**config.mk**
```make
export PLATFORM = sky130hd
export DESIGN_NAME = limit_result_output_port
export DESIGN_NICKNAME = d
export VERILOG_FILES = /design/src/design/limit_result_pkg.sv /design/src/design/limit_result_output_port.sv /design/src/design/result_line_pulser.sv
export SDC_FILE = /design/constraint.sdc
export NUM_CORES = 1
export LEC_CHECK = 0
export BUFFER_PORTS_ARGS = -buffer_cell sky130_fd_sc_hd__buf_4
export CAP_MARGIN = 40
export CORE_UTILIZATION = 56
export DETAILED_ROUTE_END_ITERATION = 6
export HOLD_SLACK_MARGIN = 0.06
export PLACE_DENSITY = 0.74
export SLEW_MARGIN = 5
export SYNTH_ARGS = -nofsm -noshare
export SYNTH_HDL_FRONTEND = slang
export SYNTH_SLANG_ARGS = --single-unit
```
**constraint.sdc**
```tcl
create_clock -name I_CLK -period 3.2 [get_ports I_CLK]
set_input_delay 0.64 -clock I_CLK [delete_from_list [all_inputs] [get_ports I_CLK]]
set_output_delay 0.64 -clock I_CLK [all_outputs]
set_load 0.03 [all_outputs]
```
**src/design/limit_result_pkg.sv**
```systemverilog
package limit_result_pkg;

	// ------------------------------------------------------------
	// Register offsets (byte addresses, one word each)
	// ------------------------------------------------------------
	localparam logic [7:0] OFS_CTRL      = 8'h00;
	localparam logic [7:0] OFS_PULSE_MS  = 8'h04;
	localparam logic [7:0] OFS_LOW1      = 8'h08;
	localparam logic [7:0] OFS_HIGH1     = 8'h0c;
	localparam logic [7:0] OFS_LOW2      = 8'h10;
	localparam logic [7:0] OFS_HIGH2     = 8'h14;
	localparam logic [7:0] OFS_STATUS    = 8'h18;

	// ------------------------------------------------------------
	// Control register fields
	// ------------------------------------------------------------
	localparam int BIT_LINES_EN   = 0;
	localparam int BIT_PULSE_EN   = 1;
	localparam int BIT_LEVEL_HIGH = 2;
	localparam int BIT_HOLD_EN    = 3;

	// ------------------------------------------------------------
	// Status register fields
	// ------------------------------------------------------------
	localparam int POS_ACTIVE  = 0;
	localparam int POS_PENDING = 5;
	localparam int BIT_SETTLE  = 10;
	localparam int BIT_HELD    = 11;

	// ------------------------------------------------------------
	// Reset values
	// ------------------------------------------------------------
	localparam logic [3:0]  RST_CTRL  = 4'h4;
	localparam logic [31:0] RST_LOW1  = 32'hffffffff;
	localparam logic [31:0] RST_HIGH1 = 32'h00000001;
	localparam logic [31:0] RST_LOW2  = 32'hfffffffe;
	localparam logic [31:0] RST_HIGH2 = 32'h00000002;

	// ------------------------------------------------------------
	// Timing
	// ------------------------------------------------------------
	localparam int CLK_PERIOD_NS   = 5;
	localparam int MS_PERIOD_NS    = 1000000;
	localparam int MS_CYCLES       = MS_PERIOD_NS / CLK_PERIOD_NS;
	localparam logic [7:0] SETTLE_CLOSE_MS = 8'h0a;
	localparam logic [7:0] SETTLE_OPEN_MS  = 8'h02;
	localparam logic [7:0] TEMP_FACTOR     = 8'h0a;
	localparam int PULSE_W = 27;
	localparam logic [PULSE_W-1:0] PULSE_DEFAULT_MS = 27'h0000002;
	localparam logic [PULSE_W-1:0] PULSE_MIN_MS     = 27'h0000001;
	localparam logic [PULSE_W-1:0] PULSE_MAX_MS     = 27'h5f5e0ff;

endpackage

```
**src/design/limit_result_output_port.sv**
```systemverilog
// The placing of the registers and the strobed register port are this design's own decisions.
`timescale 1ns/1ps
// How it works
// Trigger input passes only while its enable pin is high or left open.
// Five lines: low1, high1, low2, high2, and the summary line.
// Summary line is the OR of the four limit failures.
// A line goes active on failure and releases on an in-limit reading.
// Lines update 10 ms after trigger with channel closure, else 2 ms.
// Temperature readings stretch that settling delay tenfold.
// Level select: active high drives failing lines high, else low.
// Pulse mode emits one timed active pulse per failing reading.
// Pulse length defaults to 2 ms, programmable 1 ms to 99999.999 s.
// Pulse timing never stalls readings; the reading port has no backpressure.
// An in-limit reading ends a running pulse at once.
// Without hold, the summary line releases when all four limits pass.
// With hold, summary stays active until control source is passed.
// While scanning, held summary releases only when a new scan starts.
// Global line enable releases all five lines when off.
// One global output configuration serves every scanned channel.
// Overflow counts as positive: high failures only, never low.
// Limits compare the processed result supplied by the math stage.
// High fails at value >= bound; low fails at value <= bound.
// All timing runs off one clock with a derived millisecond tick.
module limit_result_output_port #(
	parameter int MS_CYCLES = limit_result_pkg::MS_CYCLES
) (
	// Clock and reset
	input  wire logic        I_CLK,
	input  wire logic        I_RST_N,
	// Register port
	input  wire logic [7:0]  I_ADDR,
	input  wire logic [31:0] I_WDATA,
	input  wire logic        I_WR,
	input  wire logic        I_RD,
	output logic      [31:0] O_RDATA,
	// Processed readings from the math stage
	input  wire logic        I_READING_VALID,
	input  wire logic [31:0] I_READING_VALUE,
	input  wire logic        I_READING_OVERFLOW,
	input  wire logic        I_CHANNEL_CLOSED,
	input  wire logic        I_TEMPERATURE,
	// Trigger sequencer
	input  wire logic        I_OUTPUT_TRIGGER_EVENT,
	input  wire logic        I_CONTROL_SOURCE_PASS,
	input  wire logic        I_SCANNING,
	input  wire logic        I_SCAN_START,
	// External trigger input
	input  wire logic        I_TRIG_IN,
	input  wire logic        I_TRIG_ENABLE,
	output logic             O_TRIG_ACCEPTED,
	// Result lines (open collector)
	output logic      [4:0]  O_RESULT_LINE,
	output logic      [4:0]  O_RESULT_OE_N
);

	localparam int PW = limit_result_pkg::PULSE_W;
	localparam int MSW = $clog2(MS_CYCLES + 1);

	typedef struct packed {
		logic [3:0]        ctrl;
		logic [PW-1:0]     pulse_ms;
		logic [3:0][31:0]  bound;
		logic [3:0]        pending;
		logic [7:0]        settle_left;
		logic              settle_busy;
		logic              apply;
		logic [MSW-1:0]    ms_count;
		logic              ms_tick;
		logic              held;
		logic [4:0]        line;
		logic [4:0]        oe_n;
		logic              trig;
		logic [31:0]       rdata;
	} port_state_t;

	port_state_t st_reg;
	port_state_t st_next;
	logic [4:0]  active;

	// ------------------------------------------------------------
	// Helpers
	// ------------------------------------------------------------
	// Failure pair for one bound set: {high, low}
	function automatic logic [1:0] limit_fail(
		input logic [31:0] value,
		input logic        ovf,
		input logic [31:0] low,
		input logic [31:0] high
	);
		logic hi_f;
		logic lo_f;
		hi_f = ovf | ($signed(value) >= $signed(high));
		lo_f = ~ovf & ($signed(value) <= $signed(low));
		return {hi_f, lo_f};
	endfunction

	// Keep pulse length inside its programmable range
	// A zero length would end a pulse before it starts, so it is raised to the minimum
	function automatic logic [PW-1:0] clamp_pulse(input logic [31:0] v);
		logic [PW-1:0] r;
		if (v > 32'(limit_result_pkg::PULSE_MAX_MS)) begin
			r = limit_result_pkg::PULSE_MAX_MS;
		end else if (v < 32'(limit_result_pkg::PULSE_MIN_MS)) begin
			r = limit_result_pkg::PULSE_MIN_MS;
		end else begin
			r = v[PW-1:0];
		end
		return r;
	endfunction

	// Settling delay in milliseconds for the reading now pending
	function automatic logic [7:0] settle_ms(input logic closed, input logic temp);
		logic [7:0] base;
		base = closed ? limit_result_pkg::SETTLE_CLOSE_MS : limit_result_pkg::SETTLE_OPEN_MS;
		return temp ? 8'(base * limit_result_pkg::TEMP_FACTOR) : base;
	endfunction

	// ------------------------------------------------------------
	// Result line engines
	// ------------------------------------------------------------
	// Four limit lines plus the summary, all on one global configuration
	genvar gi;
	generate
		for (gi = 0; gi < 5; gi++) begin : g_line
			logic fail_bit;
			if (gi < 4) begin : g_limit
				assign fail_bit = st_reg.pending[gi];
			end else begin : g_summary
				assign fail_bit = |st_reg.pending;
			end
			result_line_pulser #(
				.W          (PW)
			) u_pulser (
				.i_clk      (I_CLK),
				.i_rst_n    (I_RST_N),
				.i_ms_tick  (st_reg.ms_tick),
				.i_apply    (st_reg.apply),
				.i_fail     (fail_bit),
				.i_pulse_en (st_reg.ctrl[limit_result_pkg::BIT_PULSE_EN]),
				.i_pulse_ms (st_reg.pulse_ms),
				.o_active   (active[gi])
			);
		end
	endgenerate

	// ------------------------------------------------------------
	// Next state
	// ------------------------------------------------------------
	always_comb begin
		logic [1:0] f1;
		logic [1:0] f2;
		logic [4:0] act;
		logic       lvl;
		st_next = st_reg;
		// Temporaries start from known values so no stale level is ever read
		act = 5'h00;
		lvl = 1'b0;
		f1 = limit_fail(I_READING_VALUE, I_READING_OVERFLOW, st_reg.bound[0], st_reg.bound[1]);
		f2 = limit_fail(I_READING_VALUE, I_READING_OVERFLOW, st_reg.bound[2], st_reg.bound[3]);

		// Millisecond timebase shared by settling and pulses
		st_next.ms_tick = 1'b0;
		if (st_reg.ms_count >= MSW'(MS_CYCLES - 1)) begin
			st_next.ms_count = '0;
			st_next.ms_tick  = 1'b1;
		end else begin
			st_next.ms_count = st_reg.ms_count + MSW'(1);
		end

		// Capture failures of each processed reading; the port never stalls it
		if (I_READING_VALID) begin
			st_next.pending = {f2[1], f2[0], f1[1], f1[0]};
		end

		// Settling: lines change only once the delay after the trigger is over
		// The first millisecond is partial, so the wait may run up to one tick short
		st_next.apply = 1'b0;
		if (st_reg.settle_busy && st_reg.ms_tick) begin
			if (st_reg.settle_left <= 8'h01) begin
				st_next.settle_busy = 1'b0;
				st_next.apply       = 1'b1;
			end else begin
				st_next.settle_left = st_reg.settle_left - 8'h01;
			end
		end
		// A newer trigger restarts the wait for the newer reading
		if (I_OUTPUT_TRIGGER_EVENT) begin
			st_next.settle_busy = 1'b1;
			st_next.settle_left = settle_ms(I_CHANNEL_CLOSED, I_TEMPERATURE);
			st_next.apply       = 1'b0;
		end

		// Summary hold: release on sequencer pass, or only on scan start while scanning
		if (I_SCAN_START || (I_CONTROL_SOURCE_PASS && !I_SCANNING)) begin
			st_next.held = 1'b0;
		end
		if (!st_reg.ctrl[limit_result_pkg::BIT_HOLD_EN]) begin
			st_next.held = 1'b0;
		end
		// Set wins over a release in the same cycle
		if (st_reg.apply && (|st_reg.pending) && st_reg.ctrl[limit_result_pkg::BIT_HOLD_EN]) begin
			st_next.held = 1'b1;
		end

		// Line levels: active state, level select and global enable
		act = {active[4] | st_reg.held, active[3:0]};
		lvl = st_reg.ctrl[limit_result_pkg::BIT_LEVEL_HIGH];
		st_next.line = lvl ? act : ~act;
		st_next.oe_n = st_reg.ctrl[limit_result_pkg::BIT_LINES_EN] ? 5'h00 : 5'h1f;

		// External trigger passes only with its enable held high or open
		st_next.trig = I_TRIG_IN & I_TRIG_ENABLE;

		// Register writes
		// Status is read-only; a write to its offset falls to the default and is dropped
		if (I_WR) begin
			unique case (I_ADDR)
				limit_result_pkg::OFS_CTRL: begin
					st_next.ctrl = I_WDATA[3:0];
				end
				limit_result_pkg::OFS_PULSE_MS: begin
					st_next.pulse_ms = clamp_pulse(I_WDATA);
				end
				limit_result_pkg::OFS_LOW1: begin
					st_next.bound[0] = I_WDATA;
				end
				limit_result_pkg::OFS_HIGH1: begin
					st_next.bound[1] = I_WDATA;
				end
				limit_result_pkg::OFS_LOW2: begin
					st_next.bound[2] = I_WDATA;
				end
				limit_result_pkg::OFS_HIGH2: begin
					st_next.bound[3] = I_WDATA;
				end
				default: begin
				end
			endcase
		end

		// Register reads: data stand in the following cycle only
		st_next.rdata = 32'h00000000;
		if (I_RD) begin
			unique case (I_ADDR)
				limit_result_pkg::OFS_CTRL: begin
					st_next.rdata = {28'h0000000, st_reg.ctrl};
				end
				limit_result_pkg::OFS_PULSE_MS: begin
					st_next.rdata = 32'(st_reg.pulse_ms);
				end
				limit_result_pkg::OFS_LOW1: begin
					st_next.rdata = st_reg.bound[0];
				end
				limit_result_pkg::OFS_HIGH1: begin
					st_next.rdata = st_reg.bound[1];
				end
				limit_result_pkg::OFS_LOW2: begin
					st_next.rdata = st_reg.bound[2];
				end
				limit_result_pkg::OFS_HIGH2: begin
					st_next.rdata = st_reg.bound[3];
				end
				// Active bits are taken before level select and line enable
				limit_result_pkg::OFS_STATUS: begin
					st_next.rdata[limit_result_pkg::POS_ACTIVE +: 5]  = act;
					st_next.rdata[limit_result_pkg::POS_PENDING +: 4] = st_reg.pending;
					st_next.rdata[limit_result_pkg::BIT_SETTLE]       = st_reg.settle_busy;
					st_next.rdata[limit_result_pkg::BIT_HELD]         = st_reg.held;
				end
				default: begin
				end
			endcase
		end
	end

	// ------------------------------------------------------------
	// State register
	// ------------------------------------------------------------
	always_ff @(posedge I_CLK or negedge I_RST_N) begin
		if (!I_RST_N) begin
			st_reg          <= '0;
			st_reg.ctrl     <= limit_result_pkg::RST_CTRL;
			st_reg.pulse_ms <= limit_result_pkg::PULSE_DEFAULT_MS;
			st_reg.bound[0] <= limit_result_pkg::RST_LOW1;
			st_reg.bound[1] <= limit_result_pkg::RST_HIGH1;
			st_reg.bound[2] <= limit_result_pkg::RST_LOW2;
			st_reg.bound[3] <= limit_result_pkg::RST_HIGH2;
			st_reg.line     <= 5'h00;
			st_reg.oe_n     <= 5'h1f; // Lines released until enabled
		end else begin
			st_reg <= st_next;
		end
	end

	// ------------------------------------------------------------
	// Outputs
	// ------------------------------------------------------------
	// Every pin comes straight from a flip-flop, so a decode never glitches a line
	assign O_RDATA         = st_reg.rdata;
	assign O_TRIG_ACCEPTED = st_reg.trig;
	assign O_RESULT_LINE   = st_reg.line;
	assign O_RESULT_OE_N   = st_reg.oe_n;

endmodule // limit_result_output_port

```
**src/design/result_line_pulser.sv**
```systemverilog
`timescale 1ns/1ps
// One result line: steady level or a timed pulse, cut short by a pass
module result_line_pulser #(
	parameter int W = 27
) (
	// Clock and reset
	input  wire logic         i_clk,
	input  wire logic         i_rst_n,
	// Timing and commit
	input  wire logic         i_ms_tick,
	input  wire logic         i_apply,
	input  wire logic         i_fail,
	// Configuration
	input  wire logic         i_pulse_en,
	input  wire logic [W-1:0] i_pulse_ms,
	// Result
	output logic              o_active
);

	typedef struct packed {
		logic         active;
		logic         timed;
		logic [W-1:0] left;
	} pulser_state_t;

	pulser_state_t st_reg;
	pulser_state_t st_next;

	// ------------------------------------------------------------
	// Next state
	// ------------------------------------------------------------
	// Timing runs beside the reading path and never holds it up
	always_comb begin
		st_next = st_reg;
		if (st_reg.timed && i_ms_tick) begin
			if (st_reg.left <= W'(1)) begin
				st_next.active = 1'b0;
				st_next.timed  = 1'b0;
			end else begin
				st_next.left = st_reg.left - W'(1);
			end
		end
		if (i_apply) begin
			if (i_fail) begin
				st_next.active = 1'b1;
				st_next.timed  = i_pulse_en;
				st_next.left   = i_pulse_ms;
			end else begin
				st_next.active = 1'b0;
				st_next.timed  = 1'b0;
			end
		end
	end

	// State register
	always_ff @(posedge i_clk or negedge i_rst_n) begin
		if (!i_rst_n) begin
			st_reg <= '0;
		end else begin
			st_reg <= st_next;
		end
	end

	assign o_active = st_reg.active;

endmodule // result_line_pulser

```
==> run_results.csv, run 1 <==
group,metric,value,unit
outcome,status,"finished, violations left",
outcome,violations,"DRC",
worst_setup_path,path_cells,"inv_1 > ha_1 > nand4_1 > nor4_1 > a21boi_0 > o41ai_1 > a2111oi_0 > nand3b_1",
logic_synthesis,synth_top_cell_by_area,"dfrtp_1",
logic_synthesis,synth_area_leaders,"dfrtp_1, dfstp_2, ha_1",
worst_setup_path,rr_startpoint,"st_reg[155]$_DFFE_PN1P_",
final_layout,final_cells,2881,
placement,dp.cells,2801,
worst_setup_path,rr_worst_depth,8,
worst_setup_path,crit_fanout,3,
timing,final_max_slew_viol_count,0,
timing,skew,17.9,ps
cts,clk_latency,580,ps
worst_setup_path,crit_type,"flop to flop",
hold_path,hold_path_class,"input pin to flop",
timing,finalCriticalPeriod,2900,ps
timing,fmax,345,MHz
power,p_leak,10.8,nW
route,dr.pass1.iters,7,
route,ant_nets,0,
route,totalWireLength,65000,µm
power,p_total,0.0111,W
placement,dp.final_hpwl,45600,µm
hold_path,hold_start,"I_TRIG_ENABLE",
cts,cts_inserted_buffers,43,
cts,cts.sinks,377,
timing,post-route-period-util,0.905,
logic_synthesis,syn_nets,2468,
logic_synthesis,syn_inst,2241,
final_layout,final_net_count,2563,
floorplanning,rows,71,
final_layout,largest_register_ffs,189,
route,post_drt_via_cell_ratio,6.24,
worst_setup_path,cp_slowest_cell,"nor4_1",
final_layout,final_common_cell,"dfrtp_1",
logic_synthesis,synth_cell_types,87,
placement,place_congestion,0.920,
logic_synthesis,synth-edff-count,0,
logic_synthesis,synthArstFlopShare,1.00,
final_layout,antenna_cells,0,
cts,htreeDepth,2,
floorplanning,io_pins,129,
placement,port_buffers,128,
timing,finalSetupViolations,0,
route,vias,18000,
route,drt-initial-drc-count,1797,
logic_synthesis,ys_seq_area_frac,0.439,
worst_setup_path,critPathBufInv,1,
worst_setup_path,r2r-end,"g_line[2].fail_bit$_DFFE_PN0P_",
logic_synthesis,avgSynthCellArea,9.68,µm²
timing,tightest_slew,836,ps
hold_path,min_delay_worst_endpoint,"O_TRIG_ACCEPTED$_DFF_PN0_",
cts,path_clk_slew,60,ps
floorplanning,die_w,199,µm
worst_setup_path,endpoint_kind,"flop",
worst_setup_path,worstPathArrival,3400,ps
worst_setup_path,crit_required,3700,ps
timing,hold_viol,0,
cts,cts_root_buffer,"clkbuf_16",
timing,max-slew-margin-rel,0.435,
power,cellPowerDensity,451,nW/µm²
global_route,grt_usage,0.337,
final_layout,syn_to_final_growth,13.5,%
global_route,grt_pass1_wl,101000,µm
worst_setup_path,worstSetupStartpointType,"flop",
floorplanning,die_h,199,µm
cts,cts_buffer_depth,3,
route,drcViolationCount,4,
worst_setup_path,reg2reg_slack,300,ps
floorplanning,fp.coreArea,37900,µm²
worst_setup_path,max_stage_delay,580,ps
route,wl_per_cell,22.5,µm
global_route,grt_max_degree,74,
hold_path,hold_depth,2,
timing,fin_tns_setup,0,ps
final_layout,num-fill-cells,3107,
final_layout,drive_gt1_frac,0.192,
logic_synthesis,postSynthRegisterBits,377,
logic_synthesis,syn_area,21700,µm²
cts,cts_tree,"built",
final_layout,layout_common_cells,"dfrtp_1, nand2_1, buf_4",
logic_synthesis,ys.flop_type,"dfrtp_1",
power,ir_worst_vdd,0.475,mV
floorplanning,start_util,0.572,
global_route,antenna_found_initial,0,
global_route,gr-total-overflow,0,
worst_setup_path,cp_top_family,"compound AO/OA/AOI/OAI gates",
timing,grt_setup_unrepaired,"false",
floorplanning,die_area,39500,µm²
global_route,grt_pass1_vias,17900,
logic_synthesis,synth_top_cell_area_share,0.356,
job,maxCapViolCount,0,
logic_synthesis,yosysWarnings,0,
[where the power goes]
part | switching [W] | internal, W
sequential | 0.000207 | 0.00492
combinational | 0.000514 | 0.000353
clock | 0.00203 | 0.00308
total | 0.00275 | 0.00836
[layout make-up]
cell class / instances / area [µm²] / area share
Sequential cell: 377 / 9520 / 0.387
Timing Repair Buffer: 188 / 1520 / 0.0616
Inverter: 167 / 627 / 0.0255
Clock inverter: 13 / 205 / 0.00833
Clock buffer: 66 / 1240 / 0.0505
Multi-Input combinational cell: 1559 / 10900 / 0.442
Tap cell: 511 / 639 / 0.0260
[kinds of logic after synthesis]
group / after synthesis / synth area share
AOI/OAI and AO/OA: 490 / 0.144
xor gates and xnor gates: 133 / 0.0537
adders and majority gates: 141 / 0.0813
buffers and inverters: 305 / 0.0622
DFF: 377 / 0.439
muxes: 105 / 0.0541
and+or+nand+nor: 690 / 0.166
[metal layers]
layer / GRT usage / wire length (µm)
met5: 0 / 0
met4: 0.162 / 2870
met3: 0.0748 / 6280
met2: 0.524 / 29300
met1: 0.446 / 26500
[cells in the mapped netlist, types with 7 or more instances]
cell type,count
a211oi_1,8
a21o_1,17
a21oi_1,145
a222oi_1,25
a22oi_1,34
a31oi_1,29
and2_1,14
and3_1,11
and4_1,10
buf_1,9
buf_4,43
clkbuf_1,76
dfrtp_1,309
dfstp_2,68
ha_1,141
inv_1,166
mux2_2,98
mux2i_1,7
nand2_1,196
nand3_1,39
nand4_1,40
nor2_1,154
nor2b_1,13
nor3_1,58
nor4_1,39
nor4b_1,11
o211ai_1,14
o21ai_0,119
o21ai_1,7
o22a_1,17
o31ai_1,12
or2_2,8
or3_1,28
or4_1,26
xnor2_1,98
xor2_1,35
[how the worst max path moves through the flow]
stage	from	to	slack [ps]	cells past startpoint
floorplan	I_ADDR[1]	st_reg[218]$_DFFE_PN0P_	400	9
global placement	I_READING_VALUE[14]	g_line[2].fail_bit$_DFFE_PN0P_	300	8
detailed placement	I_READING_VALUE[14]	g_line[2].fail_bit$_DFFE_PN0P_	200	8
CTS	st_reg[156]$_DFFE_PN1P_	g_line[2].fail_bit$_DFFE_PN0P_	370	8
global route	st_reg[156]$_DFFE_PN1P_	g_line[2].fail_bit$_DFFE_PN0P_	270	8
finish	st_reg[155]$_DFFE_PN1P_	g_line[2].fail_bit$_DFFE_PN0P_	300	8
[through the flow]
step / hold slack, ps / util / setup slack, ps / cell area [µm²]
3_5_place_dp: 435 / 0.611 / 200 / 23200
4_1_cts: 259 / 0.649 / 373 / 24600
6_report: 280 / 0.649 / 303 / 24600
5_1_grt: 270 / 0.649 / 273 / 24600
2_1_floorplan: 344 / - / 397 / 21700
3_3_place_gp: 451 / 0.610 / 299 / 23100
[repair_timing]
action,in CTS,in global routing
hold endpoints to repair,11,0
resized for setup,0,0
hold buffers,1,0
setup buffers,0,0
Note: power is estimated with default switching activity, not from simulation.
==> run 2: changes to the inputs <==
- CTS_BUF_LIST: not set -> sky130_fd_sc_hd__clkbuf_4
==> run 2 against run 1 <==
Compared with the run above: clock power shrank 9.8%; highest routed layer unchanged; utilization grew 0.076 points; via count grew 2.7%; sequential share of layout area is essentially flat; cell area grew 0.12%; flip-flop and latch count is the same; first-iteration DRC count grew 2.4%; the flow still finishes with violations (DRC); fmax grew 0.81%; critical path depth is the same; global-route usage grew 0.39 points; critical endpoint unchanged.
==> run_results.csv, run 2 (same netlist as run 1, synthesis figures left out) <==
group,metric,value,unit
outcome,status,"finished, violations left",
outcome,violations,"DRC",
final_layout,final_cells,3001,
worst_setup_path,crit_required,3940,ps
timing,finalSetupViolations,0,
final_layout,layout_common_cells,"dfrtp_1, nand2_1, buf_4",
final_layout,multiInputGateArea,10900,µm²
final_layout,syn_to_final_growth,13.6,%
placement,dp.cells,2801,
timing,tightest_slew,835,ps
route,drt-initial-drc-count,1840,
cts,clk_latency,850,ps
timing,final_max_slew_viol_count,0,
global_route,grt_pass1_vias,18400,
timing,hold_viol,0,
timing,post-route-period-util,0.898,
floorplanning,start_util,0.572,
global_route,gr-total-overflow,0,
cts,cts_tree,"built",
placement,dp.final_hpwl,45600,µm
placement,port_buffers,128,
worst_setup_path,worstPathArrival,3610,ps
route,dr.pass1.iters,7,
floorplanning,io_pins,129,
worst_setup_path,cp_slowest_cell,"nor4_1",
route,totalWireLength,65300,µm
cts,path_clk_slew,70,ps
route,wl_per_cell,21.8,µm
cts,htreeDepth,3,
job,maxCapViolCount,0,
floorplanning,die_h,199,µm
cts,cts.sinks,377,
floorplanning,die_w,199,µm
global_route,grt_pass1_wl,102000,µm
timing,grt_setup_unrepaired,"false",
final_layout,final_common_cell,"dfrtp_1",
route,post_drt_via_cell_ratio,6.15,
route,vias,18500,
timing,max-slew-margin-rel,0.439,
timing,skew,58.2,ps
power,ir_worst_vdd,0.324,mV
timing,finalCriticalPeriod,2870,ps
worst_setup_path,crit_fanout,3,
final_layout,largest_register_ffs,189,
hold_path,hold_path_class,"input pin to flop",
route,ant_nets,0,
final_layout,num-fill-cells,3186,
worst_setup_path,crit_type,"flop to flop",
floorplanning,rows,71,
worst_setup_path,endpoint_kind,"flop",
worst_setup_path,path_cells,"inv_1 > ha_1 > nand4_1 > nor4_1 > a21boi_0 > o41ai_1 > a2111oi_0 > nand3b_1",
timing,fin_tns_setup,0,ps
global_route,grt_max_degree,74,
worst_setup_path,worstSetupStartpointType,"flop",
floorplanning,die_area,39500,µm²
worst_setup_path,max_stage_delay,590,ps
power,cellPowerDensity,430,nW/µm²
cts,cts_root_buffer,"clkbuf_4",
route,drcViolationCount,3,
final_layout,drive_gt1_frac,0.225,
floorplanning,fp.coreArea,37900,µm²
final_layout,utilization,0.650,
placement,place_congestion,0.920,
timing,fmax,348,MHz
global_route,grt_usage,0.341,
cts,cts_buffer_depth,3,
final_layout,final_net_count,2628,
cts,cts_inserted_buffers,101,
power,p_leak,11.0,nW
final_layout,seq_area,9520,µm²
global_route,antenna_found_initial,1,
==> run 2: per-layer routing <==
metal	up-vias	track usage	part of all wire
li1	8396	-	-
met1	8982	0.456	0.41
met2	858	0.529	0.45
met3	216	0.0685	0.086
met4	0	0.168	0.048
met5	-	0	0
==> run 2: worst max-delay path: cells and delay by family, from the launching register on <==
| kind | cells | cell delay, ps |
|---|---|---|
| simple gates | 3 | 900 |
| buf+inv | 1 | 60 |
| fa+ha+maj | 1 | 310 |
| compound gates | 3 | 990 |
| flops | 1 | 560 |
==> run 2: what timing repair did <==
action / in CTS / in global routing
hold endpoints to repair: 71 / 0
hold buffers: 8 / 0
endpoints found under the setup margin: 0 / 1
setup buffers: 0 / 0
gates resized for setup: 0 / 1
==> run 2: layout make-up <==
cell class,count,share of cell area
multi-input combinational,1559,0.441
sequential,377,0.386
timing repair buffer,195,0.0643
clock buffer,157,0.0478
tap,511,0.0259
inverter,167,0.0254
clock inverter,33,0.00878
antenna,2,0.000203
==> run 2: worst paths after layout <==
path,start,to,slack (ps),cells after the start
setup reg to reg,st_reg[154]$_DFFE_PN1P_,g_line[2].fail_bit$_DFFE_PN0P_,330,8
max in group asynchronous,I_RST_N,st_reg[101]$_DFFE_PN1P_,1950,3
setup / recovery,st_reg[154]$_DFFE_PN1P_,g_line[2].fail_bit$_DFFE_PN0P_,330,8
hold / removal,I_WDATA[1],st_reg[233]$_DFFE_PN0P_,100,3
min in group asynchronous,I_RST_N,g_line[3].u_pulser.st_reg[4]$_DFF_PN0_,370,2
hold reg to reg,st_reg[232]$_DFFE_PN0P_,O_RESULT_OE_N[3]$_DFF_PN1_,460,1
==> run 2: per-stage QoR <==
step / setup WS (ps) / total power, W / area (µm²) / hold slack, ps
final: 326 / 0.0106 / 24700 / 99.8
after detailed placement: 200 / 0.00605 / 23200 / 435
after global placement: 299 / 0.00602 / 23100 / 451
after CTS: 183 / 0.0107 / 24600 / 60.3
after global routing: 212 / 0.0111 / 24700 / 63.5
after floorplan: 397 / 0.00553 / 21700 / 344
==> run 2: power breakdown <==
part	leakage [nW]	switching [W]	internal [W]	total, W
clock network	0.823	0.00214	0.00248	0.00462
logic	5.24	0.000512	0.000358	0.000871
registers	4.93	0.000208	0.00491	0.00512
total	11.0	0.00286	0.00775	0.0106
==> run 3: changes to the inputs <==
- ABC_AREA: not set -> 1
==> run 3 against run 2 <==
Compared with the run above: the run now ends clean; fmax rose by 14%; first-iteration DRC count increased by 33%; global-route usage up 3.1 points; via count increased by 28%; cell area up 11%; total power grew 8.3%; final cell count is 39% higher; clock-buffer cell count shrank 17; largest cell class unchanged.
==> run_results.csv, run 3 <==
group,metric,value,unit
outcome,status,"complete, no violations",
global_route,grt_pass1_wl,127000,µm
cts,cts_root_buffer,"clkbuf_4",
logic_synthesis,synthArstFlopShare,1.00,
global_route,grt_pass1_vias,23100,
worst_setup_path,critPathBufInv,2,
placement,dp.final_hpwl,59800,µm
final_layout,final_area,27400,µm²
logic_synthesis,yosysWarnings,0,
floorplanning,io_pins,129,
cts,cts_buffer_depth,3,
power,p_seq_frac,0.456,
route,wl_met1,34500,µm
final_layout,final_cells,4174,
logic_synthesis,avgSynthCellArea,7.31,µm²
cts,cts.repair.resized,0,
power,p_switching,0.00355,W
hold_path,hold_path_class,"input pin to flop",
power,p_comb_frac,0.149,
cts,htreeDepth,3,
worst_setup_path,crit_required,3960,ps
power,p_total,0.0115,W
logic_synthesis,synth-edff-count,0,
placement,place_congestion,1.00,
logic_synthesis,synth_area_leaders,"dfrtp_1, nand2_1, inv_1",
power,cellPowerDensity,419,nW/µm²
power,p_leak,13.5,nW
final_layout,num-fill-cells,3994,
route,ant_nets,0,
floorplanning,rows,76,
cts,clk_latency,870,ps
timing,finalCriticalPeriod,2520,ps
cts,cts.sinks,377,
worst_setup_path,worstSetupStartpointType,"flop",
final_layout,drive_gt1_frac,0.125,
logic_synthesis,yosys-top-cells-count,"nand2_1, inv_1, nor2_1",
logic_synthesis,syn_inst,3350,
logic_synthesis,ys_seq_area_frac,0.388,
route,met2_length,37000,µm
floorplanning,fp.coreArea,43100,µm²
timing,skew,55.6,ps
worst_setup_path,worstPathArrival,3280,ps
power,switching_share,0.309,
timing,finalSetupViolations,0,
final_layout,layout_common_cells,"nand2_1, inv_1, nor2_1",
timing,tightest_slew,891,ps
cts,cts_inserted_buffers,101,
route,wl_per_cell,19.6,µm
worst_setup_path,max_stage_delay,540,ps
route,drt-initial-drc-count,2453,
timing,max-slew-margin-rel,0.405,
logic_synthesis,synth_top_cell_by_area,"dfrtp_1",
logic_synthesis,synth_cell_types,57,
global_route,gr-total-overflow,0,
route,totalWireLength,81700,µm
floorplanning,die_h,211,µm
floorplanning,die_w,211,µm
worst_setup_path,crit_fanout,4,
worst_setup_path,path_cells,"inv_1 > ha_1 > a21oi_1 > o21a_1 > nand2_1 > a21oi_1 > nand2_1 > nand2_1 > nand3_1 > nand2_1 > nand2_1 > dlygate4sd3_1",
global_route,grt_usage,0.372,
logic_synthesis,synth_top_cell_area_share,0.316,
timing,grt_setup_unrepaired,"false",
route,vias,23600,
global_route,grt_max_degree,80,
logic_synthesis,syn_nets,3577,
timing,post-route-period-util,0.786,
power,clock_power_share,0.394,
final_layout,final_net_count,3737,
timing,final_max_slew_viol_count,0,
route,wl_met3,6550,µm
logic_synthesis,postSynthRegisterBits,377,
final_layout,syn_to_final_growth,12.0,%
logic_synthesis,syn_area,24500,µm²
logic_synthesis,ys.flop_type,"dfrtp_1",
worst_setup_path,crit_type,"flop to flop",
placement,dp.cells,3953,
worst_setup_path,cp_slowest_cell,"dlygate4sd3_1",
timing,fin_tns_setup,0,ps
timing,hold_viol,0,
timing,whs,165,ps
placement,port_buffers,128,
final_layout,largest_register_ffs,189,
logic_synthesis,yosysMostFrequentCell,"nand2_1",
cts,path_clk_slew,70,ps
cts,cts_tree,"built",
final_layout,final_common_cell,"nand2_1",
floorplanning,die_area,44600,µm²
placement,postPlaceCellArea,25700,µm²
worst_setup_path,cp_top_family,"buffers and inverters",
global_route,antenna_found_initial,3,
power,ir_worst_vdd,0.334,mV
worst_setup_path,endpoint_kind,"flop",
route,drcViolationCount,0,
worst_setup_path,crit_top_cell,"nand2_1",
cts,post-cts-setup-buffers,0,
route,routed.top_layer,"met5",
route,post_drt_via_cell_ratio,5.65,
power,p_int,0.00795,W
route,dr.pass1.iters,6,
timing,fmax,397,MHz
job,maxCapViolCount,0,
floorplanning,start_util,0.569,
==> run 3: cell count changes after synthesis, moves of 34 or more <==
cell	before	now
a21oi_1	145	84
inv_1	166	480
mux2_2	98	0
nand2_1	196	822
nand3_1	39	275
nor2_1	154	347
o21ai_0	119	206
o21ai_1	7	41
o22ai_1	3	66
xnor2_1	98	43
xor2_1	35	95
==> run 3: path summary, 6_finish.rpt <==
kind / start / end / slack (ps) / cells past startpoint
setup / recovery: st_reg[172]$_DFFE_PN1P_ / g_line[2].fail_bit$_DFFE_PN0P_ / 680 / 12
hold / removal: I_SCAN_START / st_reg[43]$_DFFE_PN0P_ / 170 / 3
setup reg to reg: st_reg[172]$_DFFE_PN1P_ / g_line[2].fail_bit$_DFFE_PN0P_ / 680 / 12
hold reg to reg: st_reg[232]$_DFFE_PN0P_ / O_RESULT_OE_N[3]$_DFF_PN1_ / 420 / 1
max in group asynchronous: I_RST_N / st_reg[165]$_DFFE_PN1P_ / 1930 / 3
min in group asynchronous: I_RST_N / st_reg[55]$_DFF_PN0_ / 340 / 2
==> run 3: logic make-up (layout without fill, tap and decap cells) <==
logic type	Yosys count	in the layout	share of synthesized area
xor+xnor	138	138	0.0493
buf+inv	646	883	0.111
other cells	0	2	0
compound gates	484	484	0.111
fa+ha+maj	141	141	0.0720
simple gates	1564	1564	0.268
flops	377	377	0.388
==> run 3: cell type report <==
class / count / area (µm²) / share of cell area
Multi-Input combinational cell: 2327 / 12300 / 0.447
Sequential cell: 377 / 9520 / 0.347
Inverter: 498 / 1870 / 0.0682
Timing Repair Buffer: 205 / 1730 / 0.0632
Clock buffer: 140 / 1050 / 0.0383
Tap cell: 585 / 732 / 0.0267
Clock inverter: 40 / 270 / 0.00985
Antenna cell: 2 / 5.00 / 0.000182
==> run 3: power groups by stage <==
| stage | Sequential (W) | Combinational (W) | Clock, W |
|---|---|---|---|
| after floorplan | 0.00522 | 0.00104 | 0 |
| final | 0.00524 | 0.00172 | 0.00453 |
| after CTS | 0.00524 | 0.00169 | 0.00462 |
| after detailed placement | 0.00532 | 0.00165 | 0 |
| after global placement | 0.00531 | 0.00161 | 0 |
| after global routing | 0.00526 | 0.00192 | 0.00486 |
==> run 3: repair_timing <==
action,CTS,global route
setup endpoints to repair,0,0
hold buffers,39,0
endpoints found under the hold margin,94,0
==> run 3: metal layers <==
layer / vias up / GRT usage
met5: - / 0
met2: 1039 / 0.583
met4: 6 / 0.174
li1: 11100 / -
met3: 212 / 0.0791
met1: 11200 / 0.491
==> run 3: worst reg2reg max path, stage by stage, from the launching register on <==
cell and delay [ps]:
dfstp_2 530, inv_1 60, ha_1 320, a21oi_1 200, o21a_1 150, nand2_1 50, a21oi_1 250, nand2_1 90
nand2_1 70, nand3_1 60, nand2_1 70, nand2_1 50, dlygate4sd3_1 540
==> run 3: per-stage QoR <==
| step | utilization | setup WS, ps |
|---|---|---|
| after global placement | 0.596 | 650 |
| final | 0.637 | 683 |
| after floorplan | - | 1340 |
| after detailed placement | 0.597 | 597 |
| after CTS | 0.637 | 666 |
| after global routing | 0.637 | 455 |
